$ cat src/common/cmb_pkg.sv
// Package of message buffer layout and register constants for the CAN buffer link.
`default_nettype none
package cmb_pkg;
  // Buffer word layout.
  localparam int WORDS         = 8;
  localparam int BID_MSB       = 12;
  localparam int BID_LSB       = 2;
  localparam int SRR_BIT       = 1;
  localparam int IDE_BIT       = 0;
  localparam int EXTH_MSB      = 11;
  localparam int EXTL_MSB      = 15;
  localparam int EXTL_LSB      = 10;
  localparam int RTR_BIT       = 9;
  localparam int RB1_BIT       = 8;
  localparam int RB0_BIT       = 4;
  localparam int DLC_MSB       = 3;
  localparam int FIDX_MSB      = 12;
  localparam int FIDX_LSB      = 8;
  localparam logic [15:0] W0_MASK = 16'h1fff;
  localparam logic [15:0] W1_MASK = 16'h0fff;
  localparam logic [15:0] W2_MASK = 16'hff1f;
  localparam logic [15:0] W7_MASK = 16'h1f00;
  localparam logic [15:0] TXD_RESET = 16'h0000;
  // Controller APB registers (byte addresses).
  localparam logic [7:0] REG_CTRL   = 8'h00;
  localparam logic [7:0] REG_STATUS = 8'h04;
  localparam logic [7:0] REG_TXD    = 8'h08;
  localparam logic [7:0] REG_FRAME0 = 8'h0c;
  localparam logic [7:0] REG_FRAME1 = 8'h10;
  localparam logic [7:0] REG_DATA0  = 8'h14;
  localparam logic [7:0] REG_DATA1  = 8'h18;
  // Control register fields.
  localparam int CTRL_DIR   = 0;
  localparam int CTRL_SEND  = 1;
  localparam int CTRL_FIDX_LSB = 8;
endpackage : cmb_pkg
`default_nettype wire

$ cat src/common/cmb_link_if.sv
// Word link between the buffer-moving end and the CAN controller end.
`timescale 1ns/1ps
`default_nettype none
interface cmb_link_if;
  logic        tx_valid;
  logic [15:0] tx_word;
  logic        tx_ready;
  logic        rx_valid;
  logic [15:0] rx_word;
  logic        rx_ready;
  modport mover (output tx_valid, output tx_word, input tx_ready,
                 input rx_valid, input rx_word, output rx_ready);
  modport ctrl  (input tx_valid, input tx_word, output tx_ready,
                 output rx_valid, output rx_word, input rx_ready);
endinterface : cmb_link_if
`default_nettype wire

$ cat src/hdl/cmb_ctrl.sv
// Controller end: transmit data word, frame assembly and receive buffer emission over APB.
// Function
// - Software places buffers in ordinary RAM.
// - Word 0 bits 12-2 hold base identifier.
// - Word 0 bit 1 is remote for standard.
// - Extended messages need SRR set to one.
// - Word 0 bit 0 selects extended identifier.
// - Word 1 bits 11-0 hold extension high.
// - Word 2 bits 15-10 hold extension low.
// - Word 2 bit 9 is remote for extended.
// - Standard frames ignore RTR, use SRR.
// - Software writes reserved bit 8 zero.
// - Software writes reserved bit 4 zero.
// - Word 2 bits 3-0 hold data length.
// - Word 2 bits 7-5 read zero.
// - Words 3-6 hold data byte pairs.
// - Word 7 bits 12-8 hold filter index.
// - Filter index written only for receive buffers.
// - Sixteen bit transmit data register, reset zero.
// - Direction bit: one transmit, zero receive.
// - Send request clears after successful send.
`timescale 1ns/1ps
`default_nettype none
module cmb_ctrl (
  // Clock and reset.
  input  wire logic        pclk,
  input  wire logic        presetn,
  // Link to the buffer mover.
  cmb_link_if.ctrl         link,
  // APB slave.
  input  wire logic        psel,
  input  wire logic        penable,
  input  wire logic        pwrite,
  input  wire logic [7:0]  paddr,
  input  wire logic [31:0] pwdata,
  output logic      [31:0] prdata,
  output logic             pready,
  output logic             pslverr
);
  // One record holds every register of the controller; next_s is its next value.
  typedef struct packed {
    logic        dir;
    logic        send;
    logic [4:0]  fidx;
    logic [15:0] txd;
    logic [2:0]  widx;
    logic [10:0] bid;
    logic [17:0] ext;
    logic        ide;
    logic        remote;
    logic [3:0]  dlc;
    logic [7:0][7:0] data;
    logic        done;
    logic        rx_go;
    logic        rx_vld;
    logic [2:0]  ridx;
    logic [15:0] rword;
    logic [31:0] rdata;
    logic        rdy;
    logic        err;
    logic        txr;
  } cmb_ct_t;
  cmb_ct_t s, next_s;

  logic        acc;
  logic        fin;
  logic        wr_hit;
  logic        tx_take;
  logic        tx_last;
  logic [15:0] w;
  logic [15:0] rx_img;

  // The slave answers with one wait state: acc marks the first access cycle, fin the cycle
  // in which pready is high and the master completes the transfer.
  assign acc     = psel && penable && !s.rdy;
  assign fin     = psel && penable && s.rdy;
  // Only the control, status and transmit data words accept writes.
  assign wr_hit  = (paddr == cmb_pkg::REG_CTRL) || (paddr == cmb_pkg::REG_STATUS) ||
                   (paddr == cmb_pkg::REG_TXD);
  // A word moves when the mover offers it and transmission is enabled.
  assign tx_take = link.tx_valid && s.txr;
  assign tx_last = tx_take && (s.widx == 3'h7);

  always_comb begin
    next_s = s;
    // pready is a one-cycle pulse that follows the first access cycle.
    next_s.rdy = acc;
    next_s.err = 1'b0;
    w = 16'h0000;
    rx_img = 16'h0000;
    // Transmit: accept words 0..7 into the data register, one per handshake.
    // Fields come from fixed word positions, so the mover must never skip a word.
    if (tx_take) begin
      w = link.tx_word;
      next_s.txd  = w;
      next_s.widx = s.widx + 3'h1;
      unique case (s.widx)
        3'h0: begin
          next_s.bid = w[cmb_pkg::BID_MSB:cmb_pkg::BID_LSB];
          next_s.ide = w[cmb_pkg::IDE_BIT];
          next_s.remote = w[cmb_pkg::SRR_BIT];
        end
        3'h1: next_s.ext[17:6] = w[cmb_pkg::EXTH_MSB:0];
        3'h2: begin
          next_s.ext[5:0] = w[cmb_pkg::EXTL_MSB:cmb_pkg::EXTL_LSB];
          next_s.dlc = w[cmb_pkg::DLC_MSB:0];
          // Standard frames keep the remote flag taken from SRR in word 0.
          if (s.ide) next_s.remote = w[cmb_pkg::RTR_BIT];
        end
        3'h3, 3'h4, 3'h5, 3'h6: begin
          // Word 3+k carries byte 2k in its low half and byte 2k+1 in its high half.
          next_s.data[{s.widx - 3'h3, 1'b0}] = w[7:0];
          next_s.data[{s.widx - 3'h3, 1'b1}] = w[15:8];
        end
        3'h7: begin
          // Filter index of a transmit buffer is never interpreted.
          next_s.send = 1'b0;
          next_s.done = 1'b1;
        end
      endcase
    end
    // Receive: emit the stored frame as a buffer image, words 0..7.
    // The image is rebuilt from the frame held here, so a receive run replays the last
    // frame that was assembled; nothing is fetched back from the mover.
    unique case (s.ridx)
      // An extended frame always carries SRR as one; only a standard frame shows remote there.
      3'h0: rx_img = {3'h0, s.bid, s.remote | s.ide, s.ide} & cmb_pkg::W0_MASK;
      3'h1: rx_img = {4'h0, s.ext[17:6]} & cmb_pkg::W1_MASK;
      // Both reserved bits and the unused bits 7 to 5 are driven as zero.
      3'h2: rx_img = {s.ext[5:0], s.remote & s.ide, 1'b0, 3'h0, 1'b0, s.dlc} & cmb_pkg::W2_MASK;
      3'h3, 3'h4, 3'h5, 3'h6: rx_img = {s.data[{s.ridx - 3'h3, 1'b1}], s.data[{s.ridx - 3'h3, 1'b0}]};
      3'h7: rx_img = {3'h0, s.fidx, 8'h00} & cmb_pkg::W7_MASK;
    endcase
    // Each word stands one cycle and is followed by a gap, which keeps the mover's store simple.
    if (!s.rx_vld && s.rx_go) begin
      next_s.rx_vld = 1'b1;
      next_s.rword  = rx_img;
    end else if (s.rx_vld && link.rx_ready) begin
      next_s.ridx = s.ridx + 3'h1;
      next_s.rx_vld = 1'b0;
      if (s.ridx == 3'h7) next_s.rx_go = 1'b0;
    end
    // Writes take effect only at the edge at which the master samples pready high; a refused
    // write is flagged on the first access cycle so that pslverr stands beside pready.
    if (acc && pwrite && !wr_hit) begin
      next_s.err = 1'b1;
    end
    if (fin && pwrite && wr_hit) begin
      unique case (paddr)
        cmb_pkg::REG_CTRL: begin
          // Send with dir set starts a transmit run; send with dir clear replays the frame
          // as a receive buffer image instead, so it never requests a transmission.
          next_s.dir  = pwdata[cmb_pkg::CTRL_DIR];
          next_s.fidx = pwdata[cmb_pkg::CTRL_FIDX_LSB +: 5];
          if (pwdata[cmb_pkg::CTRL_SEND] && pwdata[cmb_pkg::CTRL_DIR]) begin
            next_s.send = 1'b1;
            next_s.widx = 3'h0;
          end
          if (!pwdata[cmb_pkg::CTRL_DIR] && pwdata[cmb_pkg::CTRL_SEND]) begin
            next_s.rx_go = 1'b1;
            next_s.ridx = 3'h0;
          end
        end
        cmb_pkg::REG_STATUS: begin
          // The set of done by the last word wins over a clear in the same cycle.
          if (!tx_last) begin
            next_s.done = 1'b0;
          end
        end
        cmb_pkg::REG_TXD: next_s.txd = pwdata[15:0];
        default: begin
        end
      endcase
    end
    // Reads are decoded on the first access cycle; prdata is registered and stands with pready.
    if (acc && !pwrite) begin
      unique case (paddr)
        cmb_pkg::REG_CTRL:   next_s.rdata = {19'h0, s.fidx, 6'h0, s.send, s.dir};
        cmb_pkg::REG_STATUS: next_s.rdata = {25'h0, s.rx_go, s.widx, s.done, s.remote, s.ide};
        cmb_pkg::REG_TXD:    next_s.rdata = {16'h0, s.txd};
        cmb_pkg::REG_FRAME0: next_s.rdata = {21'h0, s.bid};
        cmb_pkg::REG_FRAME1: next_s.rdata = {10'h0, s.dlc, s.ext};
        cmb_pkg::REG_DATA0:  next_s.rdata = s.data[3:0];
        cmb_pkg::REG_DATA1:  next_s.rdata = s.data[7:4];
        default: begin
          next_s.rdata = 32'h0;
          next_s.err = 1'b1;
        end
      endcase
    end
    // tx_ready is registered as well, so the mover sees it straight from a flip-flop.
    next_s.txr = next_s.dir && next_s.send;
  end

  // The asynchronous reset clears every field, so the transmit data word starts at zero.
  always_ff @(posedge pclk or negedge presetn) begin
    if (!presetn) begin
      s <= '0;
    end else begin
      s <= next_s;
    end
  end

  // Every output comes straight from a field of the state record.
  assign link.tx_ready = s.txr;
  assign link.rx_valid = s.rx_vld;
  assign link.rx_word  = s.rword;
  assign prdata  = s.rdata;
  assign pready  = s.rdy;
  assign pslverr = s.err;
endmodule : cmb_ctrl
`default_nettype wire

$ cat src/flat_wrapper.sv
// flat-port wrapper written by rule: the top's interface ports become plain ports
module cmb_ctrl_flat 
  (pclk, presetn, psel, penable, pwrite, paddr, pwdata, prdata, pready, pslverr, link_tx_valid, link_tx_word, link_tx_ready, link_rx_valid, link_rx_word, link_rx_ready);
  cmb_link_if link_i ();
  input  wire logic pclk;
  input  wire logic presetn;
  input  wire logic psel;
  input  wire logic penable;
  input  wire logic pwrite;
  input  wire logic [7:0] paddr;
  input  wire logic [31:0] pwdata;
  output logic      [31:0] prdata;
  output logic pready;
  output logic pslverr;
  input wire logic [$bits(link_i.tx_valid)-1:0] link_tx_valid;
  input wire logic [$bits(link_i.tx_word)-1:0] link_tx_word;
  output wire logic [$bits(link_i.tx_ready)-1:0] link_tx_ready;
  output wire logic [$bits(link_i.rx_valid)-1:0] link_rx_valid;
  output wire logic [$bits(link_i.rx_word)-1:0] link_rx_word;
  input wire logic [$bits(link_i.rx_ready)-1:0] link_rx_ready;
  assign link_i.tx_valid = link_tx_valid;
  assign link_i.tx_word = link_tx_word;
  assign link_tx_ready = link_i.tx_ready;
  assign link_rx_valid = link_i.rx_valid;
  assign link_rx_word = link_i.rx_word;
  assign link_i.rx_ready = link_rx_ready;
  cmb_ctrl u_core (.pclk(pclk), .presetn(presetn), .link(link_i), .psel(psel), .penable(penable), .pwrite(pwrite), .paddr(paddr), .pwdata(pwdata), .prdata(prdata), .pready(pready), .pslverr(pslverr));
endmodule
$ cat config.mk
export PLATFORM = sky130hd
export DESIGN_NAME = cmb_ctrl_flat
export DESIGN_NICKNAME = d
export VERILOG_FILES = /design/src/common/cmb_pkg.sv /design/src/common/cmb_link_if.sv /design/src/hdl/cmb_ctrl.sv /design/src/flat_wrapper.sv
export SDC_FILE = /design/constraint.sdc
export NUM_CORES = 1
export LEC_CHECK = 0
export BUFFER_PORTS_ARGS = -buffer_cell sky130_fd_sc_hd__buf_2
export CAP_MARGIN = 10
export CORE_MARGIN = 3
export CORE_UTILIZATION = 43
export DETAILED_ROUTE_END_ITERATION = 10
export GPL_TIMING_DRIVEN = 0
export PLACE_DENSITY_LB_ADDON = 0.15
export SYNTH_ARGS = -nofsm -noshare
export SYNTH_HDL_FRONTEND = slang
export SYNTH_SLANG_ARGS = --single-unit
$ cat constraint.sdc
create_clock -name pclk -period 2.9 [get_ports pclk]
set_clock_uncertainty 0.1 [all_clocks]
set_input_delay 0.58 -clock pclk [delete_from_list [all_inputs] [get_ports pclk]]
set_output_delay 0.58 -clock pclk [all_outputs]
set_load 0.01 [all_outputs]
==> run_results.csv, run 1 <==
group,metric,value,unit
global_routing,grt_max_degree,105,
layout,ff_latch_area,0.00455,mm^2
timing,hold_viol,3,
route,vias,6949,
layout,final_area,0.0109,mm^2
logic_synthesis,synth_edf_count,0,
power,power.density,511,mW/mm^2
layout,diodes,0,
die,core_area,0.0212,mm^2
logic_synthesis,yosysUniqueCellTypes,59,
clocking,clkLatencyLatePin,450,ps
logic_synthesis,synthFlopType,"dfrtp_1",
critical_path,worstPathMaxFanout,10,
layout,nets,969,
timing,setup_viol,0,
die,row_count,53,
layout,multiInputGateArea,0.00416,mm^2
critical_path,path_cells,"buf_6 -> buf_8 -> inv_1 -> ha_1 -> nor3_2 -> a21oi_4 -> a222oi_1 -> o21ai_0",
timing,max_slew_margin,28.9,%
clocking,clockBufferDepth,2,
logic_synthesis,synth-async-reset-ratio,100,%
critical_path,max_stage_delay,670,ps
placement,port_buffers,98,
global_routing,use_met2,37.5,%
timing,tightest_slew,1060,ps
logic_synthesis,synth_xor_area_share,0.281,%
layout,postLayoutCoreUtil,51.1,%
clocking,clock_sinks,182,
placement,place.gp.congestion,0.919,
layout,area_delta_synth_final,16.0,%
timing,max_freq,367,MHz
global_routing,grt.met1_usage,36.3,%
critical_path,cp-start-kind,"register",
clocking,ctsRootBufferMaster,"clkbuf_16",
logic_synthesis,ys_ff_latch,182,
power,ir_drop,0.000407,V
critical_path,setup.worst_path.class,"reg2reg",
route,dr.pass1.iters,5,
logic_synthesis,yosys-top-cells-area,"dfrtp_1 49%, mux2_2 13%, mux2i_1 5.1%",
critical_path,crit_required,3100,ps
route,wirelength,29100,um
placement,place_area,0.0102,mm^2
logic_synthesis,synth_top_family_by_area,"multiplexers",
logic_synthesis,yosysSeqAreaShare,48.7,%
logic_synthesis,synth.mux.area_fraction,22.1,%
route,drc,0,
logic_synthesis,synth-compound-area-share,12.1,%
timing,maxSlewViolCount,0,
logic_synthesis,yosys.area.top_type,"dfrtp_1",
global_routing,grt_pass1_wl,43600,um
global_routing,overflow,0,
timing,timing.hold.ws,-7.14,ps
logic_synthesis,syn_area,0.00935,mm^2
clocking,tritoncts,"yes",
die,initial_core_util,44.1,%
timing,rsz0062_at_grt,"false",
critical_path,crit_arrival,2930,ps
placement,dp_hpwl,21400,um
job,cap_violations,0,
min_path,hp-class,"in2async",
die,die_w,153,um
power,p_leak,5.41,nW
die,ios,115,
outcome,violations,"negative hold slack",
logic_synthesis,synth.avg_cell_area,12.0,um^2
layout,drive_gt1_share,38.8,%
layout,most-common-layout-cells,"182 x dfrtp_1, 111 x buf_2, 104 x mux2_2",
logic_synthesis,syn_nets,851,
route,routedWlPerCell,24.6,um
logic_synthesis,synthAdderAreaFrac,1.47,%
logic_synthesis,ys_warn_count,0,
logic_synthesis,synth_top_area_share,48.7,%
critical_path,worst-path-buf-inv,3,
clocking,h-tree-depth,4,
route,postRouteAntennaNets,0,
clocking,post_cts_buffers,0,
critical_path,critical-path-top-delay-family,"compound AO/OA/AOI/OAI gates",
logic_synthesis,synthCells,777,
critical_path,slowest_stage,"a222oi_1",
timing,fin_crit_sh,94.1,%
layout,fillers,1934,
die,fp.dieH,153,um
logic_synthesis,yosys.area_share.simple,8.34,%
route,drtIter0Drc,714,
global_routing,antenna_found_initial,0,
critical_path,critPathCaptureType,"register",
die,dieArea,0.0236,mm^2
timing,fin_crit,2730,ps
timing,timing.final.ws_setup,172,ps
global_routing,first_global_vias,6720,
layout,final_common_cell,"dfrtp_1",
clocking,cts_made_buffers,17,
clocking,path_clk_slew,80,ps
global_routing,met3_usage,5.63,%
global_routing,grt-busiest-layer,"met2",
route,vias_per_cell,5.87,
global_routing,grt_usage,24.9,%
outcome,outcome,"finished with violations",
placement,pre_cts_ws,-513,ps
[logic make-up after synthesis]
| group | after synthesis |
|---|---|
| buf+inv | 103 |
| flops | 182 |
| xor+xnor | 3 |
| compound gates | 161 |
| simple gates | 145 |
| fa+ha+maj | 11 |
| mux | 172 |
[cell type report]
type | count | area share, %
clock inverters | 15 | 1.53
repair buffers | 99 | 4.87
clock buffers | 17 | 3.92
multi-input cells | 492 | 38.4
plain buffers | 91 | 5.76
inverters | 12 | 0.415
flip-flops and latches | 182 | 42.0
well taps | 275 | 3.17
[power by group]
group | switching (W) | leakage [nW] | internal, W
clock network | 0.00108 | 0.281 | 0.00129
registers | 0.0000204 | 2.53 | 0.00256
logic | 0.000396 | 2.61 | 0.000200
total | 0.00150 | 5.41 | 0.00405
[Yosys cell counts, types with 3 or more instances]
cell,instances
ha_1,11
a221o_1,3
xnor2_1,3
a21oi_1,38
o21ai_0,25
mux2_1,3
a22o_1,9
o22ai_1,9
and3b_1,3
a22oi_1,18
mux4_2,17
a221oi_1,9
buf_6,7
nand2_1,52
o21ai_2,10
buf_4,53
a31oi_1,9
o221ai_1,3
nor2b_1,10
nor3_1,5
mux2_2,104
mux2i_1,48
a222oi_1,9
nand4_1,3
nand3_1,8
nand2b_1,4
nor2_1,41
inv_1,12
a32o_1,4
dfrtp_1,182
buf_1,4
buf_2,15
clkbuf_1,12
[per-stage QoR]
stage | hold slack [ps] | instances | setup TNS (ps) | total power (W)
final | -7.14 | 1183 | 0 | 0.00555
after global routing | 44.1 | 1183 | 0 | 0.00572
after global placement | 365 | 1150 | -353610 | 0.00319
after CTS | 27.7 | 1183 | 0 | 0.00556
after floorplan | 184 | 777 | 0 | 0.00292
after detailed placement | 371 | 1151 | -2610 | 0.00320
[path summary, 6_finish.rpt]
kind	startpoint	endpoint	slack [ps]	cells after the start
max in group asynchronous	presetn	asynchronous set/reset pin	1750	2
worst min-delay path	presetn	u_core.prdata[16]$_DFFE_PN0N_	-7	1
min in group pclk	penable	u_core.pready$_DFF_PN0_	270	3
worst min register to register	u_core.link.rx_word[15]$_DFFE_PN0P_	u_core.link.rx_word[15]$_DFFE_PN0P_	380	2
worst max-delay path	u_core.s[51]$_DFF_PN0_	u_core.link.rx_word[4]$_DFFE_PN0P_	170	8
worst max register to register	u_core.s[51]$_DFF_PN0_	u_core.link.rx_word[4]$_DFFE_PN0P_	170	8
[what timing repair did]
item	4_1_cts	5_1_grt
hold buffers	0	0
setup endpoints to repair	12	6
resized for setup	5	4
pin swaps	1	1
[metal layers]
layer / share of wire (%) / vias up
met5: 0 / -
met4: 2.3 / 0
met3: 7.3 / 46
met2: 45 / 284
met1: 45 / 3533
li1: - / 3086
No activity file was read; power rests on OpenSTA's default activity.
==> run 2: changes to the inputs <==
--- a/config.mk
+++ b/config.mk
@@ -8,10 +8,11 @@
 export BUFFER_PORTS_ARGS = -buffer_cell sky130_fd_sc_hd__buf_2
 export CAP_MARGIN = 10
 export CORE_MARGIN = 3
-export CORE_UTILIZATION = 43
+export CORE_UTILIZATION = 55
 export DETAILED_ROUTE_END_ITERATION = 10
 export GPL_TIMING_DRIVEN = 0
 export PLACE_DENSITY_LB_ADDON = 0.15
+export RECOVER_POWER = 50
 export SYNTH_ARGS = -nofsm -noshare
 export SYNTH_HDL_FRONTEND = slang
 export SYNTH_SLANG_ARGS = --single-unit
==> constraint.sdc (replaced) <==
create_clock -name pclk -period 2.9 [get_ports pclk]
set_clock_uncertainty 0.1 [all_clocks]
set_input_delay 0.145 -clock pclk [delete_from_list [all_inputs] [get_ports pclk]]
set_output_delay 0.145 -clock pclk [all_outputs]
set_load 0.01 [all_outputs]
==> run_results.csv, run 2 (synthesis gave the netlist of run 1 again) <==
group,metric,value,unit
route,drtIter0Drc,923,
global_routing,antenna_found_initial,0,
critical_path,crit_arrival,3040,ps
layout,most-common-layout-cells,"181 x dfrtp_1, 104 x mux2_2, 66 x clkbuf_1",
timing,timing.hold.ws,54.4,ps
route,wirelength,30100,um
min_path,hp-class,"in2reg",
clocking,clock_sinks,182,
layout,drive_gt1_share,31.5,%
timing,setup_viol,0,
clocking,clkLatencyLatePin,440,ps
layout,nets,1011,
timing,hold_viol,0,
timing,tns,0,ps
die,dieArea,0.0186,mm^2
route,routedWlPerCell,25.7,um
route,postRouteAntennaNets,0,
critical_path,crit_required,3160,ps
layout,final_area,0.0111,mm^2
layout,diodes,0,
timing,fin_crit_sh,95.8,%
die,die_w,136,um
die,core_area,0.0166,mm^2
clocking,post_cts_buffers,0,
critical_path,worstPathMaxFanout,10,
critical_path,setup.worst_path.class,"reg2reg",
clocking,ctsRootBufferMaster,"clkbuf_16",
route,dr.pass1.iters,5,
placement,dp_hpwl,21800,um
timing,rsz0062_at_grt,"false",
layout,fillers,1321,
power,power.density,492,mW/mm^2
layout,area_delta_synth_final,18.7,%
outcome,outcome,"finished with violations",
timing,tightest_slew,2060,ps
die,row_count,47,
die,ios,115,
clocking,tritoncts,"yes",
critical_path,cp-start-kind,"register",
clocking,path_clk_slew,70,ps
clocking,clockBufferDepth,2,
power,p_leak,5.34,nW
layout,ff_latch_area,0.00456,mm^2
placement,port_buffers,98,
placement,place_area,0.0102,mm^2
global_routing,grt_max_degree,101,
layout,multiInputGateArea,0.00417,mm^2
die,initial_core_util,56.4,%
route,vias_per_cell,6.33,
timing,maxSlewViolCount,83,
clocking,cts_made_buffers,17,
global_routing,overflow,0,
layout,postLayoutCoreUtil,66.9,%
power,ir_drop,0.000403,V
route,drc,0,
power,power,0.00546,W
timing,fin_crit,2780,ps
outcome,violations,"max-capacitance violations, max-slew violations",
critical_path,critPathCaptureType,"register",
layout,final_common_cell,"dfrtp_1",
route,vias,7404,
timing,max_slew_margin,-37.6,%
timing,max_freq,360,MHz
global_routing,grt_pass1_wl,45100,um
global_routing,first_global_vias,7254,
placement,place.gp.congestion,1.01,
clocking,h-tree-depth,4,
job,cap_violations,1,
global_routing,grt_usage,33.4,%
die,fp.dieH,136,um
## run 2: worst max-delay path: stages (launching register included)
cell and delay (ps):
dfrtp_2 450, buf_6 170, buf_8 170, inv_1 120
ha_1 290, nor3_1 110, a21oi_2 520, buf_4 380
a21oi_1 190, a21oi_1 200
## run 2: cell type report
type	count	area share, %
sequential	182	41.0
tap	220	2.48
multi-input combinational	492	37.5
buffer	91	5.66
clock inverter	13	1.10
timing repair buffer	141	7.87
clock buffer	19	3.90
inverter	12	0.406
## run 2: power by group
group / total [W] / switching, W / internal [W]
registers: 0.00258 / 0.0000225 / 0.00256
logic: 0.000650 / 0.000418 / 0.000232
clock network: 0.00223 / 0.00104 / 0.00119
total: 0.00546 / 0.00148 / 0.00398
## run 2: routing by layer
metal / vias up / track usage [%] / routed length [um]
met3: 66 / 6.81 / 2760
met5: - / 0 / 0
li1: 3153 / - / -
met2: 427 / 52.6 / 13900
met1: 3758 / 46.2 / 12500
met4: 0 / 12.3 / 942
## run 2: path summary, 6_finish.rpt
kind	cells after the start	end	slack [ps]	start
min in group asynchronous	2	u_core.link.rx_word[2]$_DFFE_PN0P_	740	presetn
setup / recovery	9	u_core.link.rx_word[9]$_DFFE_PN0P_	120	u_core.s[51]$_DFF_PN0_
max in group asynchronous	2	u_core.s[51]$_DFF_PN0_	600	presetn
setup reg to reg	9	u_core.link.rx_word[9]$_DFFE_PN0P_	120	u_core.s[51]$_DFF_PN0_
hold reg to reg	2	u_core.prdata[24]$_DFFE_PN0N_	380	u_core.prdata[24]$_DFFE_PN0N_
hold / removal	3	u_core.s[168]$_DFF_PN0_	50	link_tx_word[9]
## run 2: per-stage QoR
step                      std cells  worst slack (ps)
after global routing           1170              50.4
final                          1170               122
after global placement         1095             -1210
after CTS                      1170              45.2
after detailed placement       1096              -645
after floorplan                 777               459
## run 2: repair_timing
item / 4_1_cts / 5_1_grt
resized for setup: 9 / 2
endpoints found under the setup margin: 12 / 1
endpoints found under the hold margin: 204 / 0
pin swaps: 1 / 1
hold buffers: 42 / 0
